===== src/verilog/itxc_pkg.sv =====
// Constants, offsets and types for the isochronous transmit context status block
package itxc_pkg;
  localparam int          NCTX        = 8;        // Number of transmit contexts
  localparam int          CTX_W       = 3;        // Context number width
  localparam int          AW          = 12;       // Register byte address width
  localparam int          DW          = 32;       // Register data width
  localparam int          Z_W         = 4;        // Descriptor count field width
  localparam int          CODE_W      = 5;        // Completion status width
  localparam int          SKIP_W      = 3;        // Skipped-cycle counter width
  // Register byte addresses
  localparam logic [11:0] A_INT_STAT  = 12'h080;  // Event status, read
  localparam logic [11:0] A_INT_CLR   = 12'h084;  // Event status, write one to clear
  localparam logic [11:0] A_INT_MASK  = 12'h088;  // Event mask
  localparam logic [11:0] A_CTX_BASE  = 12'h200;  // Context n control set
  localparam logic [11:0] A_CMD_PTR   = 12'h20c;  // Context n command pointer
  localparam logic [11:0] CTX_STRIDE  = 12'h010;  // Bytes between contexts
  // Address fields inside the context window
  localparam int          BLK_LSB     = 7;        // Window select field
  localparam logic [4:0]  CTX_BLK     = 5'h04;    // A_CTX_BASE >> BLK_LSB
  localparam int          CTX_LSB     = 4;        // Context number field
  localparam int          SUB_LSB     = 2;        // Register within a context
  localparam logic [1:0]  SUB_SET     = 2'h0;     // Control set
  localparam logic [1:0]  SUB_CLR     = 2'h1;     // Control clear
  localparam logic [1:0]  SUB_LOAD    = 2'h2;     // Pointer load
  localparam logic [1:0]  SUB_PTR     = 2'h3;     // Command pointer
  // Control word bit positions
  localparam int          B_RUN       = 15;
  localparam int          B_WAKE      = 12;
  localparam int          B_DEAD      = 11;
  localparam int          B_ACT       = 10;
  localparam int          B_FATAL     = 24;       // Event status fatal flag
  localparam logic [31:0] INT_DEF     = 32'h0100_00ff; // Implemented event bits
  // Completion status codes
  localparam logic [4:0]  ACK_COMPLETE = 5'h11;
  localparam logic [4:0]  EVT_DESC_RD  = 5'h06;
  localparam logic [4:0]  EVT_DATA_RD  = 5'h07;
  localparam logic [4:0]  EVT_TIMEOUT  = 5'h0a;
  localparam logic [4:0]  EVT_UNKNOWN  = 5'h0e;
  localparam logic [2:0]  SKIP_MAX     = 3'h7;    // Skips tolerated
  localparam logic [1:0]  RESP_OKAY    = 2'h0;
  localparam logic [1:0]  RESP_SLVERR  = 2'h2;
  // Descriptor fetch sequencer
  typedef enum logic [1:0] {
    FS_IDLE = 2'b01,
    FS_WAIT = 2'b10
  } itxc_fs_t;
endpackage


===== src/verilog/itxc_ctx_status.sv =====
// Status, wake and command pointer logic of eight isochronous transmit contexts
// Behaviour
// - Software sets wake; each fetch clears it
// - Fatal error sets dead; run clear clears
// - Active stays high while processing descriptors
// - Reserved control bits always read zero
// - Final descriptor records completion status code
// - Tolerate seven skipped cycles before fatal
// - Overflow fatal sets dead, timeout, fatal flag
// - Pointer gives first block fetched on run
// - Command pointer is read-only, always readable
// - Eight pointers at 20Ch plus 16n
// - Only software sets or clears run
// - Pointer holds address and count, zero invalid
`timescale 1ns/1ps
`default_nettype none
module itxc_ctx_status (
  input  wire logic                         clock,
  input  wire logic                         reset_n,
  // AXI4-Lite slave
  input  wire logic [itxc_pkg::AW-1:0]      s_axi_awaddr,
  input  wire logic                         s_axi_awvalid,
  output logic                              s_axi_awready,
  input  wire logic [itxc_pkg::DW-1:0]      s_axi_wdata,
  input  wire logic [3:0]                   s_axi_wstrb,
  input  wire logic                         s_axi_wvalid,
  output logic                              s_axi_wready,
  output logic [1:0]                        s_axi_bresp,
  output logic                              s_axi_bvalid,
  input  wire logic                         s_axi_bready,
  input  wire logic [itxc_pkg::AW-1:0]      s_axi_araddr,
  input  wire logic                         s_axi_arvalid,
  output logic                              s_axi_arready,
  output logic [itxc_pkg::DW-1:0]           s_axi_rdata,
  output logic [1:0]                        s_axi_rresp,
  output logic                              s_axi_rvalid,
  input  wire logic                         s_axi_rready,
  // Descriptor fetch towards host memory
  output logic                              fetch_req,
  output logic [itxc_pkg::DW-1:0]           fetch_addr,
  output logic [itxc_pkg::CTX_W-1:0]        fetch_ctx,
  input  wire logic                         fetch_done,
  input  wire logic                         fetch_err,
  input  wire logic                         fetch_last,
  input  wire logic [itxc_pkg::CODE_W-1:0]  fetch_code,
  input  wire logic [itxc_pkg::DW-1:0]      fetch_next,
  // Transmit overflow, one skipped cycle
  input  wire logic                         ovf_pulse,
  input  wire logic [itxc_pkg::CTX_W-1:0]   ovf_ctx,
  // Interrupt
  output logic                              irq
);
  import itxc_pkg::*;

  // Bus slave state
  logic              aw_full_reg, aw_full_next;   // Write address held
  logic              w_full_reg,  w_full_next;    // Write data held
  logic [AW-1:0]     aw_addr_reg;                 // Held write address
  logic [DW-1:0]     w_data_reg;                  // Held write data
  logic [3:0]        w_strb_reg;                  // Held byte enables
  logic              awready_reg, wready_reg, arready_reg;
  logic              bvalid_reg, bvalid_next;
  logic              rvalid_reg, rvalid_next;
  logic [1:0]        bresp_reg, rresp_reg;
  logic [DW-1:0]     rdata_reg;
  // Per-context state
  logic [NCTX-1:0]   run_reg, run_next;
  logic [NCTX-1:0]   wake_reg, wake_next;
  logic [NCTX-1:0]   dead_reg, dead_next;
  logic [NCTX-1:0]   active_reg, active_next;
  logic [CODE_W-1:0] code_reg [NCTX];             // Completion status
  logic [CODE_W-1:0] code_next [NCTX];
  logic [DW-1:0]     ptr_reg [NCTX];              // Command pointer
  logic [DW-1:0]     ptr_next [NCTX];
  logic [SKIP_W-1:0] skip_reg [NCTX];             // Skipped cycles so far
  logic [SKIP_W-1:0] skip_next [NCTX];
  logic [DW-1:0]     ctl_word [NCTX];             // Control read view
  // Per-context events
  logic [NCTX-1:0]   set_run, stop, set_wake, ld_hit, rsp, fatal, ovf_hit, want, done_evt;
  // Event status and mask
  logic [DW-1:0]     stat_reg, stat_next, mask_reg, mask_next;
  logic              irq_reg;
  // Fetch sequencer
  itxc_fs_t          fs_reg, fs_next;
  logic              fetch_req_reg;
  logic [DW-1:0]     fetch_addr_reg;
  logic [CTX_W-1:0]  fetch_ctx_reg;
  logic [CTX_W-1:0]  pick;                        // Context granted next
  logic              any_want;

  // Write path decode
  wire           aw_take   = s_axi_awvalid && awready_reg;
  wire           w_take    = s_axi_wvalid && wready_reg;
  wire           wr_fire   = aw_full_reg && w_full_reg && !bvalid_reg;
  wire [DW-1:0]  wmask     = {{8{w_strb_reg[3]}}, {8{w_strb_reg[2]}},
                              {8{w_strb_reg[1]}}, {8{w_strb_reg[0]}}};
  wire [DW-1:0]  wd        = w_data_reg & wmask;
  wire           wr_blk    = aw_addr_reg[AW-1:BLK_LSB] == CTX_BLK;
  wire [CTX_W-1:0] wr_ctx  = aw_addr_reg[CTX_LSB +: CTX_W];
  wire [1:0]     wr_sub    = aw_addr_reg[SUB_LSB +: 2];
  wire           wr_iclr   = aw_addr_reg == A_INT_CLR;
  wire           wr_imask  = aw_addr_reg == A_INT_MASK;
  wire           wr_map    = wr_blk || wr_iclr || wr_imask || aw_addr_reg == A_INT_STAT;
  // Read path decode, on the address as it is taken
  wire           ar_take   = s_axi_arvalid && arready_reg;
  wire           rd_blk    = s_axi_araddr[AW-1:BLK_LSB] == CTX_BLK;
  wire [CTX_W-1:0] rd_ctx  = s_axi_araddr[CTX_LSB +: CTX_W];
  wire [1:0]     rd_sub    = s_axi_araddr[SUB_LSB +: 2];
  wire           rd_stat   = s_axi_araddr == A_INT_STAT || s_axi_araddr == A_INT_CLR;
  wire           rd_mask   = s_axi_araddr == A_INT_MASK;
  wire           rd_map    = rd_blk || rd_stat || rd_mask;
  // Pointer reads are served whatever the context is doing
  wire [DW-1:0]  rd_ctxw   = (rd_sub == SUB_PTR) ? ptr_reg[rd_ctx] :
                             (rd_sub == SUB_LOAD) ? '0 : ctl_word[rd_ctx];
  wire [DW-1:0]  rd_word   = rd_blk ? rd_ctxw : rd_stat ? stat_reg :
                             rd_mask ? mask_reg : '0;
  // Unlisted codes from the transmit side are reported as unknown
  wire           code_ok   = fetch_code == ACK_COMPLETE || fetch_code == EVT_DESC_RD ||
                             fetch_code == EVT_DATA_RD || fetch_code == EVT_TIMEOUT;
  wire [CODE_W-1:0] code_in = code_ok ? fetch_code : EVT_UNKNOWN;
  wire           in_wait   = fs_reg == FS_WAIT;
  wire           issue     = fs_reg == FS_IDLE && any_want;
  wire           next_ok   = fetch_next[Z_W-1:0] != '0;

  // Bus handshake next values; one write and one read in flight
  assign aw_full_next = (aw_full_reg || aw_take) && !wr_fire;
  assign w_full_next  = (w_full_reg || w_take) && !wr_fire;
  assign bvalid_next  = wr_fire || (bvalid_reg && !s_axi_bready);
  assign rvalid_next  = ar_take || (rvalid_reg && !s_axi_rready);

  // Bus slave registers
  always_ff @(posedge clock or negedge reset_n) begin
    if (!reset_n) begin
      aw_full_reg <= 1'b0;
      w_full_reg  <= 1'b0;
      awready_reg <= 1'b0;
      wready_reg  <= 1'b0;
      arready_reg <= 1'b0;
      bvalid_reg  <= 1'b0;
      rvalid_reg  <= 1'b0;
      bresp_reg   <= RESP_OKAY;
      rresp_reg   <= RESP_OKAY;
      rdata_reg   <= '0;
      aw_addr_reg <= '0;
      w_data_reg  <= '0;
      w_strb_reg  <= '0;
    end else begin
      aw_full_reg <= aw_full_next;
      w_full_reg  <= w_full_next;
      // Ready stays low until the answer has been taken
      awready_reg <= !aw_full_next && !bvalid_next;
      wready_reg  <= !w_full_next && !bvalid_next;
      arready_reg <= !rvalid_next;
      bvalid_reg  <= bvalid_next;
      rvalid_reg  <= rvalid_next;
      if (aw_take) begin
        aw_addr_reg <= s_axi_awaddr;
      end
      if (w_take) begin
        w_data_reg <= s_axi_wdata;
        w_strb_reg <= s_axi_wstrb;
      end
      if (wr_fire) begin
        bresp_reg <= wr_map ? RESP_OKAY : RESP_SLVERR;
      end
      if (ar_take) begin
        rdata_reg <= rd_word;
        rresp_reg <= rd_map ? RESP_OKAY : RESP_SLVERR;
      end
    end
  end

  // Per-context control, status and pointer
  for (genvar n = 0; n < NCTX; n++) begin : g_ctx
    wire sel    = wr_fire && wr_blk && wr_ctx == CTX_W'(n);
    wire ptr_ok = ptr_reg[n][Z_W-1:0] != '0;
    wire launch;
    assign set_run[n]  = sel && wr_sub == SUB_SET && wd[B_RUN];
    assign stop[n]     = sel && wr_sub == SUB_CLR && wd[B_RUN];
    assign set_wake[n] = sel && wr_sub == SUB_SET && wd[B_WAKE];
    // Pointer loads only while stopped, so a live pointer never jumps
    assign ld_hit[n]   = sel && wr_sub == SUB_LOAD && !run_reg[n];
    assign rsp[n]      = fetch_done && in_wait && fetch_ctx_reg == CTX_W'(n);
    assign ovf_hit[n]  = ovf_pulse && ovf_ctx == CTX_W'(n) && active_reg[n];
    // Eighth skip in a row is fatal
    assign fatal[n]    = (rsp[n] && fetch_err) ||
                         (ovf_hit[n] && skip_reg[n] == SKIP_MAX);
    assign done_evt[n] = rsp[n] && !fetch_err && fetch_last;
    assign want[n]     = active_reg[n] && !stop[n];
    // Start on run going high, or resume on wake while idle
    assign launch      = !active_reg[n] && !dead_reg[n] && ptr_ok &&
                         ((set_run[n] && !run_reg[n]) || (set_wake[n] && run_reg[n]));
    // Run changes only by software writes or reset
    assign run_next[n] = stop[n] ? 1'b0 : (set_run[n] ? 1'b1 : run_reg[n]);
    // Wake set by software wins over the fetch clear
    assign wake_next[n] = set_wake[n] ? 1'b1 :
                          (issue && pick == CTX_W'(n)) ? 1'b0 : wake_reg[n];
    // Fatal set wins over the run-clear that clears dead
    assign dead_next[n] = fatal[n] ? 1'b1 : stop[n] ? 1'b0 : dead_reg[n];
    // Active drops on stop, fatal, or running out of blocks unwoken
    assign active_next[n] = (stop[n] || fatal[n]) ? 1'b0 :
                            (rsp[n] && !next_ok && !wake_reg[n]) ? 1'b0 :
                            launch ? 1'b1 : active_reg[n];
    // Pointer follows each fetched branch; a zero count keeps the last block
    assign ptr_next[n] = ld_hit[n] ? ((ptr_reg[n] & ~wmask) | wd) :
                         (rsp[n] && !fetch_err && next_ok) ? fetch_next : ptr_reg[n];
    assign code_next[n] = (ovf_hit[n] && fatal[n]) ? EVT_TIMEOUT :
                          (rsp[n] && fetch_err) ? EVT_DESC_RD :
                          done_evt[n] ? code_in : code_reg[n];
    assign skip_next[n] = (rsp[n] && !fetch_err) ? '0 :
                          (ovf_hit[n] && !fatal[n]) ? skip_reg[n] + 1'b1 : skip_reg[n];
    // Reserved bits are tied to zero in the read view
    assign ctl_word[n] = {16'h0000, run_reg[n], 2'b00, wake_reg[n],
                          dead_reg[n], active_reg[n], 5'b00000, code_reg[n]};
  end

  // Event status: sets win over write-one clears
  assign stat_next = ((stat_reg & ~((wr_fire && wr_iclr) ? wd : '0))
                     | {7'h00, |fatal, 16'h0000, done_evt}) & INT_DEF;
  assign mask_next = (wr_fire && wr_imask) ? (wd & INT_DEF) : mask_reg;

  // Context and event registers
  always_ff @(posedge clock or negedge reset_n) begin
    if (!reset_n) begin
      run_reg    <= '0;
      wake_reg   <= '0;
      dead_reg   <= '0;
      active_reg <= '0;
      code_reg   <= '{default: '0};
      ptr_reg    <= '{default: '0};
      skip_reg   <= '{default: '0};
      stat_reg   <= '0;
      mask_reg   <= '0;
      irq_reg    <= 1'b0;
    end else begin
      run_reg    <= run_next;
      wake_reg   <= wake_next;
      dead_reg   <= dead_next;
      active_reg <= active_next;
      code_reg   <= code_next;
      ptr_reg    <= ptr_next;
      skip_reg   <= skip_next;
      stat_reg   <= stat_next;
      mask_reg   <= mask_next;
      irq_reg    <= |(stat_next & mask_next);
    end
  end

  // Fixed priority: lowest context number wins, which can starve high ones
  always_comb begin
    pick     = '0;
    any_want = 1'b0;
    for (int i = NCTX - 1; i >= 0; i--) begin
      if (want[i]) begin
        pick     = CTX_W'(i);
        any_want = 1'b1;
      end
    end
  end

  // Fetch sequencer next state
  always_comb begin
    case (fs_reg)
      FS_IDLE: fs_next = any_want ? FS_WAIT : FS_IDLE;
      FS_WAIT: fs_next = fetch_done ? FS_IDLE : FS_WAIT;
      default: fs_next = FS_IDLE;
    endcase
  end

  // Fetch request held until memory answers
  always_ff @(posedge clock or negedge reset_n) begin
    if (!reset_n) begin
      fs_reg         <= FS_IDLE;
      fetch_req_reg  <= 1'b0;
      fetch_addr_reg <= '0;
      fetch_ctx_reg  <= '0;
    end else begin
      fs_reg        <= fs_next;
      fetch_req_reg <= fs_next == FS_WAIT;
      if (issue) begin
        // Block address from the pointer, count bits dropped
        fetch_addr_reg <= {ptr_reg[pick][DW-1:Z_W], {Z_W{1'b0}}};
        fetch_ctx_reg  <= pick;
      end
    end
  end

  assign s_axi_awready = awready_reg;
  assign s_axi_wready  = wready_reg;
  assign s_axi_bvalid  = bvalid_reg;
  assign s_axi_bresp   = bresp_reg;
  assign s_axi_arready = arready_reg;
  assign s_axi_rvalid  = rvalid_reg;
  assign s_axi_rdata   = rdata_reg;
  assign s_axi_rresp   = rresp_reg;
  assign fetch_req     = fetch_req_reg;
  assign fetch_addr    = fetch_addr_reg;
  assign fetch_ctx     = fetch_ctx_reg;
  assign irq           = irq_reg;
endmodule
`default_nettype wire


===== config.mk =====
export PLATFORM = sky130hd
export DESIGN_NAME = itxc_ctx_status
export DESIGN_NICKNAME = d
export VERILOG_FILES = /design/src/verilog/itxc_pkg.sv /design/src/verilog/itxc_ctx_status.sv
export SDC_FILE = /design/constraint.sdc
export NUM_CORES = 1
export LEC_CHECK = 0
export ABC_AREA = 1
export BUFFER_PORTS_ARGS = -buffer_cell sky130_fd_sc_hd__clkbuf_2
export CAP_MARGIN = 5
export CORE_AREA = 2 2 285 287
export CTS_CLUSTER_SIZE = 40
export DETAILED_ROUTE_END_ITERATION = 8
export DIE_AREA = 0 0 287 289
export HOLD_SLACK_MARGIN = 0.15
export PLACE_DENSITY = 0.61
export SETUP_SLACK_MARGIN = 0.02
export SLEW_MARGIN = 20
export SYNTH_ARGS = -nofsm -noshare
export SYNTH_HDL_FRONTEND = slang
export SYNTH_SLANG_ARGS = --single-unit
export TNS_END_PERCENT = 100

===== constraint.sdc =====
create_clock -name clock -period 3.6 [get_ports clock]
set_clock_uncertainty 0.2 [all_clocks]
set_input_delay 0.72 -clock clock [delete_from_list [all_inputs] [get_ports clock]]
set_output_delay 0.72 -clock clock [all_outputs]
set_load 0.02 [all_outputs]

# Yosys cells after proc, flatten, opt, wreduce, memory -nomap -nowiden
# Index checks and enable logic that the tools add are counted.
# totals
regBits	519
latchBits	0
mem_bits_rw	0
rom_bits	0
in_bits	111
word_cells	730
memories	0
# op_classes
addsub	8
n_mul	0
div_mod_pow	0
magnitude_cmp	2
eq_ne	55
shifts	0
muxes	166
n_bitwise	24
reduce_logical	399
# op_table
op	count
32-bit two-way mux	28
32-bit bitwise AND	9
32-bit binary-select mux with 3-bit select	3
32-bit bitwise OR	8
1-bit logical AND	232
5-bit two-way mux	25
1-bit two-way mux	80
2-bit nonzero test	40
12-bit by 8-bit == test with 1-bit output, second input constant	6
3-bit == test, second input constant	24
3-bit two-way mux	24
1-bit zero test	58
3-bit nonzero test	16
1-bit logical OR	37
4-bit nonzero test	9
25-bit by 32-bit bitwise AND with 32-bit output	1
32-bit inverter	1
32-bit OR reduction	1
25-bit bitwise AND	1
25-bit two-way mux	1
25-bit inverter	1
25-bit bitwise OR	1
3-bit by 1-bit adder with 3-bit output, second input constant	8
3-bit by 2-bit == test with 1-bit output, second input constant	8
13 further kinds	32

# Logic depth before layout (Yosys ltp)
# logic_depth
ltp_word	20
depth_mapped	22
depth_no_buf	20

# Worst setup path before layout
# OpenSTA, ideal clock, no wires.
# synth_timing
path_kind	input -> register
from	input s_axi_araddr[10] (netlist name)
to	register rdata_reg[14] (netlist: s_axi_rdata[14])
setup_time_ns	0.066
arrival_ns	2.296
t_required_ns	3.334
slack_ns	1.038
path_stages	12
cell_sequence	nor2_1 > inv_1 > nor4_1 > inv_1 > nor2_1 > inv_1 > nor2_1 > inv_1 > clkbuf_1 > a31oi_1 > o21ai_0 > nand2_1
# synth_between
elab_chain_len	4
word_cells_on_any_way	8
classes_between	eq/ne: 4; mux: 3; reduce/logical: 1
# synth_rtl
item	line	text
start, declared	itxc_ctx_status.sv:31	input wire logic [itxc_pkg::AW-1:0] s_axi_araddr,
12-bit by 8-bit == test with 1-bit output, on equally long branches	itxc_ctx_status.sv:110, itxc_ctx_status.sv:109	
32-bit two-way mux / 1-bit logical OR (equally long branches)	itxc_ctx_status.sv:116, itxc_ctx_status.sv:109	
32-bit two-way mux	itxc_ctx_status.sv:115	wire [DW-1:0] rd_word = rd_blk ? rd_ctxw : rd_stat ? stat_reg :
32-bit two-way mux *	itxc_ctx_status.sv:115	
end signal, assigned	itxc_ctx_status.sv:167	rdata_reg <= rd_word;
end, declared	itxc_ctx_status.sv:65	logic [DW-1:0] rdata_reg;
# Mark *: on every way between the ends. The rest lies on a longest branch, timed or not.
# A chain may end at the register's enable or synchronous reset.

==> impl_metrics.tcl <==
set metrics [dict create \
    dominant_combinational_cell_family_by_area_after_synthesis "simple AND/OR/NAND/NOR gates" \
    vias_per_cell 5.36 \
    area_growth_pct 17.3 \
    avgSynthCellArea_um2 7.03 \
    post-route-min-period_ns 3.31 \
    ir_worst_vdd_mv 0.294 \
    detail_route.wl_per_cell_um 20.6 \
    synth-edff-count 0 \
    post_dp_cell_area_um2 30100 \
    dr.pass1.iters 6 \
    synth_seq_area_share_pct 44.5 \
    drtAntennaViolNets 0 \
    synthDistinctLibCells 56 \
    synth-xor-area-share_pct 0.252 \
    synth_top_area_cell "dfrtp_1" \
    synth_area_in_adders_pct 0.811 \
    clock-sinks 494 \
    start_point_of_the_worst_hold_path "fetch_next[15]" \
    worst_reg_to_reg_setup_slack_ns 0.29 \
    timing.max_slew.rel_slack_pct 25.2 \
    tns_ns 0 \
    slew_violations 0 \
    drv_cap 0 \
    first_iter_violations 3006 \
    worstSkewPairLatency_ns 0.63 \
    worst_setup_hold_path_clk_slew_ns 0.06 \
    topRoutingLayerUsed "met5" \
    syn-instance-count 3952 \
    synthFlopType "dfrtp_1" \
    result_of_the_run "finished, final reports clean" \
    met3RoutedLength_um 10200 \
    initial_utilization_pct 34.8 \
    synth_top_area_share_pct 44.4 \
    die-width_um 287 \
    cp.required_ns 3.93 \
    boundaryPins 189 \
    final-setup-viol-count 0 \
    totalWireLength_um 108000 \
    cts_tree "built" \
    proportion_of_layout_cells_with_a_drive_suffix_above_1_pct 10.1 \
    setup.worst_path.start_class "flip-flop" \
    finalNetCount 4253 \
    crit_path_end_kind "flip-flop" \
    compound_gate_fraction_of_synth_area_pct 20.8 \
    finalCritPeriodShare_pct 92.0 \
    power.static_leakage_nw 16.8 \
    cts_root_buf "clkbuf_16" \
    synth_async_sr_flop_share_pct 100 \
    max_slew.worst_pin.slew_ns 1.11 \
    ys_ff_latch 494 \
    grt_util_all_layers_pct 25.7 \
    power.density_nw_per_um2 488 \
    vias 28000 \
    routed-wl-met2_um 46400 \
    dieArea_um2 82900 \
    crit_fanout 14 \
    drc_errors 0 \
    core_region_area_um2 79900 \
    final.fill_count 8337 \
    m1WireLength_um 47000 \
    synth_warnings 0 \
    grt_max_degree 186 \
    multiInputGateArea_um2 13100 \
    cts_setup_buffers 0 \
    chip_height_um 289 \
    yosys.area_share.simple_pct 25.2 \
    final_hold_viol_count 0 \
    max-clock-path-buffers 3 \
    finish.instance_area_um2 32600 \
    cell_area_after_synthesis_um2 27800 \
    grt_first_pass_wirelength_um 163000 \
    layout.area.seq_um2 12400 \
    startpoint "s_axi_bvalid$_DFF_PN0_" \
    synth_area_leaders "dfrtp_1 44%, nand2_1 18%, o21ai_0 13%" \
    critical_path_arrival_ns 3.64 \
    number_of_antenna_violations_at_the_first_check_in_global_routing 9 \
    io_buf_count 182 \
    place.gp.congestion 0.969 \
    worstSetupPathType "reg -> reg" \
    rows 104 \
    rsz0062_at_grt "false" \
    fmax_mhz 302 \
    final_core_utilization_pct 40.8 \
    synth_mux_area_share_pct 0.0360 \
    place_hpwl_um 72200 \
    hold_class "in -> reg" \
    grt.overflow.total 0 \
    first_global_vias 26100 \
    worstReg2RegStart "s_axi_bvalid$_DFF_PN0_" \
    cts-buffers-inserted 53 \
    htree_levels 2 \
]
path summary, 6_finish.rpt:
path                                                end  cells past startpoint
max in group asynchronous       code_reg[4]$_DFFE_PN0P_                      3
worst max-delay path                          flip-flop                      8
min in group asynchronous        s_axi_wready$_DFF_PN0_                      2
worst min-delay path                          flip-flop                      3
worst min register to register  s_axi_arready$_DFF_PN0_                      1
worst max register to register                flip-flop                      8
Yosys cell counts, types with 3 or more instances:
| library cell | number |
|---|---|
| buf_4 | 14 |
| nand2_2 | 7 |
| inv_1 | 331 |
| nor2_1 | 184 |
| dfrtp_1 | 493 |
| o211ai_1 | 22 |
| a22o_1 | 5 |
| a22oi_1 | 4 |
| o21ai_1 | 40 |
| buf_6 | 10 |
| a21oi_1 | 161 |
| a31oi_1 | 57 |
| nor3_1 | 12 |
| inv_2 | 8 |
| a2111oi_0 | 7 |
| o21ai_0 | 738 |
| nand4_1 | 12 |
| o31ai_1 | 5 |
| xor2_1 | 8 |
| a21o_1 | 3 |
| nand3_1 | 168 |
| o21a_1 | 9 |
| clkinv_1 | 4 |
| nand2_1 | 1362 |
| a32o_1 | 8 |
| ha_1 | 18 |
| clkbuf_1 | 179 |
| o22ai_1 | 6 |
| buf_2 | 18 |
| buf_1 | 12 |
| o21ai_2 | 4 |
| a211o_1 | 5 |
| nor4_1 | 11 |
worst max-delay path, cell delays in order, from the launching register on:
cell      delay (ns)
dfrtp_1         0.37
inv_1           0.11
nand3_4         0.13
nor3_4          0.36
nand3_1         0.10
or3_2           0.69
o21ai_2         0.53
clkinv_1        0.45
o21ai_0         0.26
what timing repair did:
item                                   4_1_cts  5_1_grt
hold buffers                                51        0
endpoints found under the hold margin       82        0
resized for setup                            0        0
cells by family (layout without fill, tap and decap cells):
group,Yosys count,in the layout
fa+ha+maj,18,18
compound gates,1085,1085
flops,494,494
buf+inv,577,788
xor+xnor,8,8
simple gates,1768,1768
mux,1,1
other cells,1,10
routing by layer:
metal | up-vias | GRT usage [%]
met4 | 8 | 10.1
met1 | 13200 | 36.0
met5 | - | 0
met3 | 259 | 5.22
li1 | 13300 | -
met2 | 1327 | 38.8
metrics by stage:
step           worst slack (ns)  power [mW]  hold slack (ns)  std cells
6_report                  0.290        15.9            0.203       5232
4_1_cts                   0.277        15.9            0.176       5228
3_3_place_gp              0.355        9.60            0.254       5078
3_5_place_dp              0.302        9.64            0.259       5078
5_1_grt                  0.0330        16.6            0.213       5229
2_1_floorplan              1.04        8.39            0.224       3957
layout by cell type (no fill, tap or decap), types with 57 or more instances in the layout:
cell type / count
a21oi_1: 161
buf_4: 99
clkbuf_2: 179
a31oi_1: 57
nand3_1: 168
dfrtp_1: 493
nor2_1: 182
o21ai_0: 738
nand2_1: 1356
inv_1: 329
where the power goes:
part	switching, mW	internal (mW)	total, mW
combinational	2.05	0.866	2.92
sequential	0.555	6.19	6.74
clock	2.46	3.79	6.25
cell type report:
cell class                      instances  share of cell area [%]
Timing Repair Buffer                  346                    7.63
Sequential cell                       494                    37.9
Clock buffer                           77                    4.78
Antenna cell                            4                  0.0307
Tap cell                             1060                    4.07
Multi-Input combinational cell       2886                    40.4
Clock inverter                         22                    1.23
Inverter                              343                    3.96
No activity file was read; power rests on OpenSTA's default activity.
